===== src/swk_defines.svh =====
/*
  Constants for the sleep and wake-up controller: register offsets,
  field positions, reset values, commands and timing counts.
  Assumes inclusion by the package and the controller module only.
*/
// Functional notes
// - Executing the sleep instruction puts the device into power-down.
// - Sleep entry clears the running watchdog, clears power_down_flag, sets timeout_flag.
// - Sleep entry stops the main oscillator, so no phase clocks run.
// - Port pins keep their pre-sleep drive state while asleep.
// - Wake sources: master clear, watchdog time-out, or an enabled interrupt.
// - Master clear during sleep fully resets; other sources resume execution.
// - power_down_flag is set at power-up and cleared by sleep.
// - A watchdog time-out clears timeout_flag, also when it wakes the device.
// - Only A/D completion on its RC clock may wake from peripherals.
// - During the sleep instruction the instruction at PC plus one is prefetched.
// - An interrupt wakes only if individually enabled, whatever global_irq_enable says.
// - With global_irq_enable clear, execution continues after the sleep instruction.
// - With global_irq_enable set, next instruction runs, then branch to vector.
// - An enabled flag already set makes sleep a no-operation, flags untouched.
// - An interrupt during or after sleep entry wakes at once after full entry.
// - power_down_flag stays set after a sleep turned into a no-operation.
// - Crystal modes wait 1024 oscillator periods on wake; internal RC does not.
// - Program memory reads out only while code protection is off.
// - Four ID words at 2000h-2003h, reachable only in program/verify mode.
// - In program mode clock pin clocks serial data on the data pin.
// - Program counter starts at zero; 6-bit command then 14 data bits.
// - Watchdog time-out resets when running, only wakes when asleep.
// - Any change on the three port-change pins sets port_change_flag.
`ifndef SWK_DEFINES_SVH
`define SWK_DEFINES_SVH

// Register offsets
`define SWK_REG_STATUS 4'h0
`define SWK_REG_INTCTL 4'h1
`define SWK_REG_WAKECFG 4'h2
`define SWK_REG_PERIPH 4'h3

// Field positions
`define SWK_ST_PD 3
`define SWK_ST_TO 4
`define SWK_IC_GIE 7
`define SWK_IC_EXT_EN 4
`define SWK_IC_PC_EN 3
`define SWK_IC_EXT_FLAG 1
`define SWK_IC_PC_FLAG 0
`define SWK_WC_WDT_EN 0
`define SWK_WC_OSC_LO 1
`define SWK_WC_ADC_RC 3
`define SWK_WC_MASTER_CLEAR_PIN_EN 4
`define SWK_WC_CPROT 5
`define SWK_WC_EDGE_RISE 6
`define SWK_PF_ADC_FLAG 0
`define SWK_PF_ADC_EN 1

// Reset values
`define SWK_RST_PD 1'b1
`define SWK_RST_TO 1'b1
`define SWK_RST_WDT_EN 1'b1
`define SWK_RST_MASTER_CLEAR_PIN_EN 1'b1

// Addresses
`define SWK_VECTOR_ADDR 14'h0004
`define SWK_ID_BASE 14'h2000

// Oscillator modes
`define SWK_OSC_INTERNAL_RC_OSC_MODE 2'h0

// Serial programming commands
`define SWK_CMD_LOAD_CFG 6'h00
`define SWK_CMD_LOAD 6'h02
`define SWK_CMD_READ 6'h04
`define SWK_CMD_INC 6'h06
`define SWK_CMD_BITS 4'h6
`define SWK_DATA_BITS 4'hE

// Timing
`define SWK_CLK_MHZ 10
`define SWK_WDT_TIME_US 18000
`define SWK_WDT_W 18
`define SWK_OST_PERIODS 1024
`define SWK_CLK_PER_OSC 1
`define SWK_OST_CYCLES (`SWK_OST_PERIODS * `SWK_CLK_PER_OSC)

`endif


===== src/swk_pkg.sv =====
/*
  Types of the sleep and wake-up controller.
  Assumes the constants header is on the include path.
*/
`include "swk_defines.svh"

package swk_pkg;

  typedef enum logic [1:0] {ST_RUN, ST_SLEEP, ST_OST, ST_WAKE} swk_state_t;

  typedef enum logic [1:0] {SP_CMD, SP_LOAD, SP_READ} swk_sphase_t;

  typedef logic [`SWK_WDT_W-1:0] swk_wdt_t;
  typedef logic [10:0] swk_ost_t;
  typedef logic [13:0] swk_addr_t;
  typedef logic [13:0] swk_word_t;

  typedef struct packed {
    swk_state_t st;
    logic pd;
    logic to;
    logic global_irq_enable;
    logic ext_en;
    logic pc_en;
    logic ext_flag;
    logic pc_flag;
    logic adc_en;
    logic adc_flag;
    logic wdt_en;
    logic [1:0] osc_mode;
    logic adc_rc;
    logic master_clear_pin_en;
    logic cprot;
    logic edge_rise;
    logic ext_prev;
    logic [2:0] port_prev;
    swk_wdt_t wdt;
    swk_ost_t ost;
    logic irq_cause;
    logic [7:0] rdata;
    logic osc_run;
    logic sleeping;
    logic resume;
    logic vector;
    swk_addr_t branch;
    swk_addr_t fetch;
    logic dev_rst;
    logic [5:0] pin_out;
    logic [5:0] pin_oe;
    logic prog;
    logic hv_prev;
    logic clk_prev;
    swk_sphase_t sphase;
    logic [3:0] scnt;
    swk_word_t sr;
    swk_addr_t pc;
    logic sd_out;
    logic sd_oe;
    swk_word_t pmem_wd;
    logic pmem_wr;
    logic [3:0][13:0] id;
  } swk_state_s_t;

endpackage


===== src/swk_sleep_wake.sv =====
/*
  Sleep and wake-up controller with watchdog, wake-source capture,
  oscillator start-up wait, pin hold and serial program/verify engine.
  Assumes a core that pulses the sleep and watchdog-clear inputs, and
  that all inputs are synchronous to I_CLK_SYS, which never stops.
*/
`timescale 1ns/100ps
`include "swk_defines.svh"

module swk_sleep_wake #(
  parameter int WDT_CYCLES = `SWK_WDT_TIME_US * `SWK_CLK_MHZ
) (
  // Clock and reset
  input wire logic I_CLK_SYS,
  input wire logic I_RST_N,
  // Register port
  input wire logic [3:0] I_ADDR,
  input wire logic [7:0] I_WDATA,
  input wire logic I_WR,
  input wire logic I_RD,
  output logic [7:0] O_RDATA,
  // Core side
  input wire logic I_SLEEP_EXEC,
  input wire logic I_WDT_CLR,
  input wire logic [13:0] I_PC,
  input wire logic [5:0] I_PIN_OUT,
  input wire logic [5:0] I_PIN_OE,
  output logic O_OSC_RUN,
  output logic O_SLEEPING,
  output logic O_RESUME,
  output logic O_VECTOR,
  output logic [13:0] O_BRANCH_ADDR,
  output logic [13:0] O_FETCH_ADDR,
  output logic O_DEV_RESET,
  output logic [5:0] O_PIN_OUT,
  output logic [5:0] O_PIN_OE,
  // Wake sources
  input wire logic I_EXT_IRQ,
  input wire logic [2:0] I_PORT_CHG,
  input wire logic I_ADC_DONE,
  input wire logic I_MASTER_CLEAR_PIN_N,
  // Serial programming
  input wire logic I_MASTER_CLEAR_PIN_HV,
  input wire logic I_PROG_CLK,
  input wire logic I_PROG_DATA,
  output logic O_PROG_DATA,
  output logic O_PROG_DATA_OE,
  output logic O_PROG_MODE,
  // Program memory
  input wire logic [13:0] I_PMEM_DATA,
  output logic [13:0] O_PMEM_ADDR,
  output logic [13:0] O_PMEM_WDATA,
  output logic O_PMEM_WR
);

  swk_pkg::swk_state_s_t s_reg;
  swk_pkg::swk_state_s_t s_next;

  // ---------------------------------------------------------------
  // Helpers
  // ---------------------------------------------------------------
  function automatic logic irq_hit(input swk_pkg::swk_state_s_t s, input logic asleep);
    irq_hit = (s.ext_en & s.ext_flag) | (s.pc_en & s.pc_flag) |
              (s.adc_en & s.adc_flag & (s.adc_rc | ~asleep));
  endfunction

  function automatic logic is_id(input swk_pkg::swk_addr_t a);
    is_id = (a[13:2] == 12'(`SWK_ID_BASE >> 2));
  endfunction

  logic wdt_hit;
  logic master_clear_pin_act;
  logic ext_edge;
  logic sleep_go;
  swk_pkg::swk_state_t wake_st;
  swk_pkg::swk_word_t sh;

  assign wdt_hit = s_reg.wdt_en &&
                   (s_reg.wdt == swk_pkg::swk_wdt_t'(WDT_CYCLES - 1));
  assign master_clear_pin_act = s_reg.master_clear_pin_en && !I_MASTER_CLEAR_PIN_N;
  assign ext_edge = s_reg.edge_rise ? (I_EXT_IRQ & ~s_reg.ext_prev) :
                                      (~I_EXT_IRQ & s_reg.ext_prev);
  assign sleep_go = (s_reg.st == swk_pkg::ST_RUN) && I_SLEEP_EXEC && !s_reg.prog &&
                    !master_clear_pin_act && !wdt_hit && !irq_hit(s_reg, 1'b0);
  // Crystal modes wait for start-up, internal RC goes straight on
  assign wake_st = (s_reg.osc_mode == `SWK_OSC_INTERNAL_RC_OSC_MODE) ? swk_pkg::ST_WAKE :
                   swk_pkg::ST_OST;
  assign sh = {I_PROG_DATA, s_reg.sr[13:1]};

  // ---------------------------------------------------------------
  // Next state
  // ---------------------------------------------------------------
  always_comb begin
    s_next = s_reg;
    s_next.resume = 1'b0;
    s_next.vector = 1'b0;
    s_next.dev_rst = 1'b0;
    s_next.pmem_wr = 1'b0;
    s_next.ext_prev = I_EXT_IRQ;
    s_next.port_prev = I_PORT_CHG;

    // Register writes
    if (I_WR) begin
      case (I_ADDR)
        `SWK_REG_INTCTL: begin
          s_next.global_irq_enable = I_WDATA[`SWK_IC_GIE];
          s_next.ext_en = I_WDATA[`SWK_IC_EXT_EN];
          s_next.pc_en = I_WDATA[`SWK_IC_PC_EN];
          s_next.ext_flag = I_WDATA[`SWK_IC_EXT_FLAG];
          s_next.pc_flag = I_WDATA[`SWK_IC_PC_FLAG];
        end
        `SWK_REG_WAKECFG: begin
          s_next.wdt_en = I_WDATA[`SWK_WC_WDT_EN];
          s_next.osc_mode = I_WDATA[`SWK_WC_OSC_LO +: 2];
          s_next.adc_rc = I_WDATA[`SWK_WC_ADC_RC];
          s_next.master_clear_pin_en = I_WDATA[`SWK_WC_MASTER_CLEAR_PIN_EN];
          s_next.cprot = I_WDATA[`SWK_WC_CPROT];
          s_next.edge_rise = I_WDATA[`SWK_WC_EDGE_RISE];
        end
        `SWK_REG_PERIPH: begin
          s_next.adc_flag = I_WDATA[`SWK_PF_ADC_FLAG];
          s_next.adc_en = I_WDATA[`SWK_PF_ADC_EN];
        end
        default: begin
        end
      endcase
    end

    // Event capture in always-on logic, set wins over clear
    if (ext_edge) begin
      s_next.ext_flag = 1'b1;
    end
    if (I_PORT_CHG != s_reg.port_prev) begin
      s_next.pc_flag = 1'b1;
    end
    if (I_ADC_DONE) begin
      s_next.adc_flag = 1'b1;
    end

    // Register reads
    s_next.rdata = 8'h00;
    if (I_RD) begin
      case (I_ADDR)
        `SWK_REG_STATUS: begin
          s_next.rdata[`SWK_ST_PD] = s_reg.pd;
          s_next.rdata[`SWK_ST_TO] = s_reg.to;
        end
        `SWK_REG_INTCTL: begin
          s_next.rdata[`SWK_IC_GIE] = s_reg.global_irq_enable;
          s_next.rdata[`SWK_IC_EXT_EN] = s_reg.ext_en;
          s_next.rdata[`SWK_IC_PC_EN] = s_reg.pc_en;
          s_next.rdata[`SWK_IC_EXT_FLAG] = s_reg.ext_flag;
          s_next.rdata[`SWK_IC_PC_FLAG] = s_reg.pc_flag;
        end
        `SWK_REG_WAKECFG: begin
          s_next.rdata[`SWK_WC_WDT_EN] = s_reg.wdt_en;
          s_next.rdata[`SWK_WC_OSC_LO +: 2] = s_reg.osc_mode;
          s_next.rdata[`SWK_WC_ADC_RC] = s_reg.adc_rc;
          s_next.rdata[`SWK_WC_MASTER_CLEAR_PIN_EN] = s_reg.master_clear_pin_en;
          s_next.rdata[`SWK_WC_CPROT] = s_reg.cprot;
          s_next.rdata[`SWK_WC_EDGE_RISE] = s_reg.edge_rise;
        end
        `SWK_REG_PERIPH: begin
          s_next.rdata[`SWK_PF_ADC_FLAG] = s_reg.adc_flag;
          s_next.rdata[`SWK_PF_ADC_EN] = s_reg.adc_en;
        end
        default: begin
        end
      endcase
    end

    // Watchdog runs in every state
    if (!s_reg.wdt_en || wdt_hit) begin
      s_next.wdt = '0;
    end else begin
      s_next.wdt = s_reg.wdt + 1'b1;
    end
    if (I_WDT_CLR && s_reg.st == swk_pkg::ST_RUN) begin
      s_next.wdt = '0;
      s_next.pd = 1'b1;
      s_next.to = 1'b1;
    end

    // Power state
    case (s_reg.st)
      swk_pkg::ST_RUN: begin
        if (master_clear_pin_act) begin
          s_next.dev_rst = 1'b1;
          s_next.global_irq_enable = 1'b0;
        end else if (wdt_hit) begin
          s_next.dev_rst = 1'b1;
          s_next.global_irq_enable = 1'b0;
          s_next.to = 1'b0;
        end else if (sleep_go) begin
          s_next.st = swk_pkg::ST_SLEEP;
          s_next.wdt = '0;
          s_next.pd = 1'b0;
          s_next.to = 1'b1;
          s_next.fetch = I_PC + 1'b1;
        end
        // An already pending enabled interrupt leaves everything untouched
      end
      swk_pkg::ST_SLEEP: begin
        if (master_clear_pin_act) begin
          s_next.st = swk_pkg::ST_RUN;
          s_next.dev_rst = 1'b1;
          s_next.global_irq_enable = 1'b0;
        end else if (wdt_hit) begin
          s_next.to = 1'b0;
          s_next.irq_cause = 1'b0;
          s_next.st = wake_st;
        end else if (irq_hit(s_reg, 1'b1)) begin
          // Individual enables only, global enable ignored
          s_next.irq_cause = 1'b1;
          s_next.st = wake_st;
        end
      end
      swk_pkg::ST_OST: begin
        s_next.ost = s_reg.ost + 1'b1;
        if (master_clear_pin_act) begin
          s_next.st = swk_pkg::ST_RUN;
          s_next.dev_rst = 1'b1;
          s_next.global_irq_enable = 1'b0;
          s_next.ost = '0;
        end else if (s_reg.ost == swk_pkg::swk_ost_t'(`SWK_OST_CYCLES - 1)) begin
          s_next.st = swk_pkg::ST_WAKE;
          s_next.ost = '0;
        end
      end
      swk_pkg::ST_WAKE: begin
        s_next.st = swk_pkg::ST_RUN;
        s_next.resume = 1'b1;
        s_next.vector = s_reg.irq_cause & s_reg.global_irq_enable;
        s_next.branch = (s_reg.irq_cause & s_reg.global_irq_enable) ? `SWK_VECTOR_ADDR :
                        s_reg.fetch;
      end
      default: begin
        s_next.st = swk_pkg::ST_RUN;
      end
    endcase

    s_next.sleeping = (s_next.st == swk_pkg::ST_SLEEP);
    s_next.osc_run = (s_next.st != swk_pkg::ST_SLEEP);
    if (s_next.st == swk_pkg::ST_RUN) begin
      s_next.pin_out = I_PIN_OUT;
      s_next.pin_oe = I_PIN_OE;
    end

    // Serial program/verify engine
    s_next.hv_prev = I_MASTER_CLEAR_PIN_HV;
    s_next.clk_prev = I_PROG_CLK;
    if (!s_reg.prog) begin
      if (I_MASTER_CLEAR_PIN_HV && !s_reg.hv_prev && !I_PROG_CLK && !I_PROG_DATA) begin
        s_next.prog = 1'b1;
        s_next.pc = '0;
        s_next.sphase = swk_pkg::SP_CMD;
        s_next.scnt = '0;
      end
    end else if (!I_MASTER_CLEAR_PIN_HV) begin
      s_next.prog = 1'b0;
      s_next.sd_oe = 1'b0;
    end else if (I_PROG_CLK && !s_reg.clk_prev) begin
      // Rising edge of the programming clock
      case (s_reg.sphase)
        swk_pkg::SP_CMD: begin
          s_next.sd_oe = 1'b0;
          s_next.sr = sh;
          s_next.scnt = s_reg.scnt + 1'b1;
          if (s_reg.scnt == `SWK_CMD_BITS - 4'h1) begin
            s_next.scnt = '0;
            case (sh[13:8])
              `SWK_CMD_LOAD_CFG: begin
                s_next.pc = `SWK_ID_BASE;
              end
              `SWK_CMD_LOAD: begin
                s_next.sphase = swk_pkg::SP_LOAD;
              end
              `SWK_CMD_READ: begin
                s_next.sphase = swk_pkg::SP_READ;
                if (is_id(s_reg.pc)) begin
                  s_next.sr = s_reg.id[s_reg.pc[1:0]];
                end else if (s_reg.cprot) begin
                  s_next.sr = '0;
                end else begin
                  s_next.sr = I_PMEM_DATA;
                end
              end
              `SWK_CMD_INC: begin
                s_next.pc = s_reg.pc + 1'b1;
              end
              default: begin
              end
            endcase
          end
        end
        swk_pkg::SP_LOAD: begin
          s_next.sr = sh;
          s_next.scnt = s_reg.scnt + 1'b1;
          if (s_reg.scnt == `SWK_DATA_BITS - 4'h1) begin
            s_next.scnt = '0;
            s_next.sphase = swk_pkg::SP_CMD;
            if (is_id(s_reg.pc)) begin
              s_next.id[s_reg.pc[1:0]] = sh;
            end else begin
              s_next.pmem_wd = sh;
              s_next.pmem_wr = 1'b1;
            end
          end
        end
        swk_pkg::SP_READ: begin
          s_next.sd_oe = 1'b1;
          s_next.sd_out = s_reg.sr[0];
          s_next.sr = {1'b0, s_reg.sr[13:1]};
          s_next.scnt = s_reg.scnt + 1'b1;
          if (s_reg.scnt == `SWK_DATA_BITS - 4'h1) begin
            s_next.scnt = '0;
            s_next.sphase = swk_pkg::SP_CMD;
          end
        end
        default: begin
          s_next.sphase = swk_pkg::SP_CMD;
        end
      endcase
    end
  end

  // ---------------------------------------------------------------
  // State register
  // ---------------------------------------------------------------
  always_ff @(posedge I_CLK_SYS) begin
    if (!I_RST_N) begin
      s_reg <= '0;
      s_reg.pd <= `SWK_RST_PD;
      s_reg.to <= `SWK_RST_TO;
      s_reg.wdt_en <= `SWK_RST_WDT_EN;
      s_reg.master_clear_pin_en <= `SWK_RST_MASTER_CLEAR_PIN_EN;
      s_reg.osc_run <= 1'b1;
    end else begin
      s_reg <= s_next;
    end
  end

  assign O_RDATA = s_reg.rdata;
  assign O_OSC_RUN = s_reg.osc_run;
  assign O_SLEEPING = s_reg.sleeping;
  assign O_RESUME = s_reg.resume;
  assign O_VECTOR = s_reg.vector;
  assign O_BRANCH_ADDR = s_reg.branch;
  assign O_FETCH_ADDR = s_reg.fetch;
  assign O_DEV_RESET = s_reg.dev_rst;
  assign O_PIN_OUT = s_reg.pin_out;
  assign O_PIN_OE = s_reg.pin_oe;
  assign O_PROG_DATA = s_reg.sd_out;
  assign O_PROG_DATA_OE = s_reg.sd_oe;
  assign O_PROG_MODE = s_reg.prog;
  assign O_PMEM_ADDR = s_reg.pc;
  assign O_PMEM_WDATA = s_reg.pmem_wd;
  assign O_PMEM_WR = s_reg.pmem_wr;
endmodule


===== config.mk =====
export PLATFORM = sky130hd
export DESIGN_NAME = swk_sleep_wake
export DESIGN_NICKNAME = d
export VERILOG_FILES = /design/src/swk_pkg.sv /design/src/swk_sleep_wake.sv
export VERILOG_INCLUDE_DIRS = /design/src
export SDC_FILE = /design/constraint.sdc
export NUM_CORES = 1
export LEC_CHECK = 0
export ABC_AREA = 1
export BUFFER_PORTS_ARGS = -buffer_cell sky130_fd_sc_hd__buf_2
export CELL_PAD_IN_SITES_DETAIL_PLACEMENT = 1
export CELL_PAD_IN_SITES_GLOBAL_PLACEMENT = 1
export CORE_MARGIN = 3
export CORE_UTILIZATION = 37
export DETAILED_ROUTE_END_ITERATION = 7
export GPL_TIMING_DRIVEN = 0
export MAX_ROUTING_LAYER = met4
export PLACE_DENSITY_LB_ADDON = 0.12
export SLEW_MARGIN = 20
export SYNTH_ARGS = -nofsm -noshare
export SYNTH_HDL_FRONTEND = slang
export SYNTH_SLANG_ARGS = --single-unit
export TNS_END_PERCENT = 30

===== constraint.sdc =====
create_clock -name I_CLK_SYS -period 2.1 [get_ports I_CLK_SYS]
set_input_delay 0 -clock I_CLK_SYS [delete_from_list [all_inputs] [get_ports I_CLK_SYS]]
set_output_delay 0 -clock I_CLK_SYS [all_outputs]
set_load 0.01 [all_outputs]

==> impl_metrics.yaml <==
final_layout:
  n_antenna_cell: 0
  nets: 1769
  layout_common_cells: "203 x inv_1, 201 x dfxtp_1, 179 x a21oi_1"
  drive_gt1_frac: 0.234
  syn_to_final_growth_pct: 31.6
  final_common_cell: "inv_1"
critical_path:
  cp_slowest_stage_delay_ps: 360
  worstPathArrival_ps: 2410
  cp_common_cell: "buf_4"
  end_kind: "flip-flop"
  path_cells: "inv_2 > ha_2 > nand3_1 > nor3_2 > nand3_4 > nand3_2 > inv_1 > a21oi_4 > buf_4 > buf_4 > nand2_1"
  critPathRequiredTime_ps: 2490
  reg2reg_depth: 11
  critPathMaxFanout: 6
  path_class: "flip-flop to flip-flop"
  worstSetupStartpointType: "flip-flop"
  reg2reg_from: "s_reg[213]"
  r2r_end: "O_OSC_RUN"
  r2r_slack_ps: 80
  cpMaxStageDelayCell: "dfxtp_2"
grt:
  gr-usage-all-layers: 0.226
  antenna_found_initial: 0
  grt_overflow: 0
  grt_pass1_wl_mm: 54.7
  grt_pass1_vias: 10500
  grt_max_degree: 13
floorplanning:
  die_y_um: 173
  start_util: 0.380
  rows: 60
  fp.coreArea_um2: 27200
  fp.dieArea_um2: 29900
  die-width_um: 173
  ioPinCount: 152
timing:
  finalCritPeriodShare: 0.964
  slew_headroom: 0.486
  report.final.slew_viol_count: 0
  finalHoldViolations: 1
  fmax_mhz: 494
  setup_viol: 0
  holdWs_ps: -31.4
  final.min_clock_period_ps: 2020
  tns_ps: 0
  skew_ps: 18.4
  tightest_slew_ps: 771
  rsz0062_at_grt: "yes"
clock_tree:
  numCtsBuffers: 26
  cts.clk_slew.worst_paths_ps: 60
  cts.path.max_buffers: 3
  cts_sinks: 215
  cts_tree: "built"
  cts_max_level: 1
  cts_hold_buf: 75
  insertion_delay_ps: 540
  cts-root-buf: "clkbuf_16"
route:
  wl_per_cell_um: 16.5
  drt_iter0_drc: 467
  first_pass_iters: 4
  drc: 0
  vias: 10200
  post_drt_via_cell_ratio: 4.92
  drtAntennaViolNets: 0
  finalWirelength_mm: 34.3
worst_hold_path:
  holdPathStages: 3
  hold_path_end: "O_PMEM_ADDR[1]"
  min_from: "I_RST_N"
  hp-class: "input pin to flip-flop"
logic_synthesis:
  syn_area_um2: 10300
  synth.avg_cell_area_um2: 7.31
  synth.yosys.seq_area_share: 0.417
  async_flop_share: 0
  netlist_instances: 1411
  yosysUniqueCellTypes: 45
  synth_seq_cells: 215
  dominantRegCellSynth: "dfxtp_1"
  ys_warn_count: 0
  synthesis.nets: 1496
  synth_edf_count: 0
status:
  violations: "negative hold slack"
  status: "complete, but fails checks"
power_and_ir_drop:
  p_leak_nw: 5.80
  ir_drop_uv: 443
  power_density_nw_per_um2: 712
place:
  gp_congestion: 0.856
  hpwl_mm: 24.8
  port_buffers: 150
run:
  maxCapViolCount: 0
[synth_stat cells, types with 3 or more instances]
master,instances,area [um2]
a31oi_1,14,87.6
nand2_1,168,631
nand2_2,5,31.3
nor2_1,114,428
nor3_1,25,125
xnor2_1,9,78.8
o211ai_1,11,82.6
nand4_1,29,181
buf_2,10,50.1
inv_1,206,773
nor3_2,3,30.0
inv_2,8,30.0
ha_1,18,225
a21oi_1,179,896
o21ai_0,146,731
clkbuf_1,42,158
a211oi_1,11,82.6
or2_2,4,25.0
xor2_1,16,140
nand3_1,39,195
o22ai_1,14,87.6
o21ai_1,9,45.0
nor2_2,3,18.8
buf_4,77,578
dfxtp_1,215,4300
nand3_2,4,40.0
nor4_1,7,43.8
nor3b_1,4,30.0
[power by group]
part           switching (mW)  internal [mW]  total [mW]
registers              0.0655           4.17        4.23
clock network            1.77           2.67        4.44
logic                   0.558          0.437       0.995
[logic make-up (layout without fill, tap and decap cells)]
| group | after synthesis | count (layout) | synth area share |
|---|---|---|---|
| adders and majority gates | 18 | 18 | 0.0218 |
| AOI/OAI and AO/OA | 395 | 395 | 0.204 |
| xor gates and xnor gates | 25 | 25 | 0.0212 |
| DFF | 215 | 215 | 0.417 |
| buffers and inverters | 347 | 638 | 0.156 |
| and+or+nand+nor | 410 | 410 | 0.178 |
| muxes | 1 | 1 | 0.000970 |
[layout make-up]
type                            instances  area (um2)
Inverter                              216         821
Sequential cell                       215        4330
Clock inverter                          6        55.1
Clock buffer                           40         785
Timing Repair Buffer                  245        1650
Buffer                                131         872
Tap cell                              372         465
Fill cell                            3475       13600
Multi-Input combinational cell        849        4600
[per-stage QoR]
step	power (mW)	instances	cell area, um2	setup slack (ps)	utilization
2_1_floorplan	4.82	1411	10300	125	-
3_3_place_gp	5.13	1933	11500	-351	0.424
3_5_place_dp	5.15	1933	11500	-368	0.424
4_1_cts	9.71	2059	13200	-23.2	0.487
5_1_grt	10.0	2074	13600	-34.4	0.500
6_report	9.66	2074	13600	76.0	0.500
[worst max path at each step]
| stage | from | end | cells past startpoint |
|---|---|---|---|
| final | s_reg[213] | O_OSC_RUN | 11 |
| after global routing | s_reg[178] | O_PIN_OUT[4] | 13 |
| after CTS | s_reg[101] | O_PMEM_WDATA[11] | 10 |
| after detailed placement | O_PMEM_ADDR[1] | flip-flop | 7 |
| after global placement | O_PMEM_ADDR[1] | flip-flop | 7 |
| after floorplan | s_reg[213] | O_PIN_OUT[5] | 12 |
[timing repair]
item	CTS	global route
setup endpoints to repair	117	144
cloned	0	1
buffers inserted	5	14
hold endpoints to repair	83	1
resized for setup	28	89
pin swaps	4	12
[per-layer routing]
layer  share of wire  wire, um  GRT usage  vias to the layer above
li1                -         -          -                     5109
met1            0.44     15200      0.268                     4906
met2            0.51     17400      0.408                      136
met3           0.022       770     0.0233                       58
met4           0.028       950     0.0615                        0
met5               0         0          -                        -
[critical path: cells and delay by family, from the launching register on]
kind / cells / cell delay, ps
flops: 1 / 360
buf+inv: 4 / 450
simple gates: 5 / 700
compound gates: 1 / 180
fa+ha+maj: 1 / 190
No activity file was read; power rests on OpenSTA's default activity.
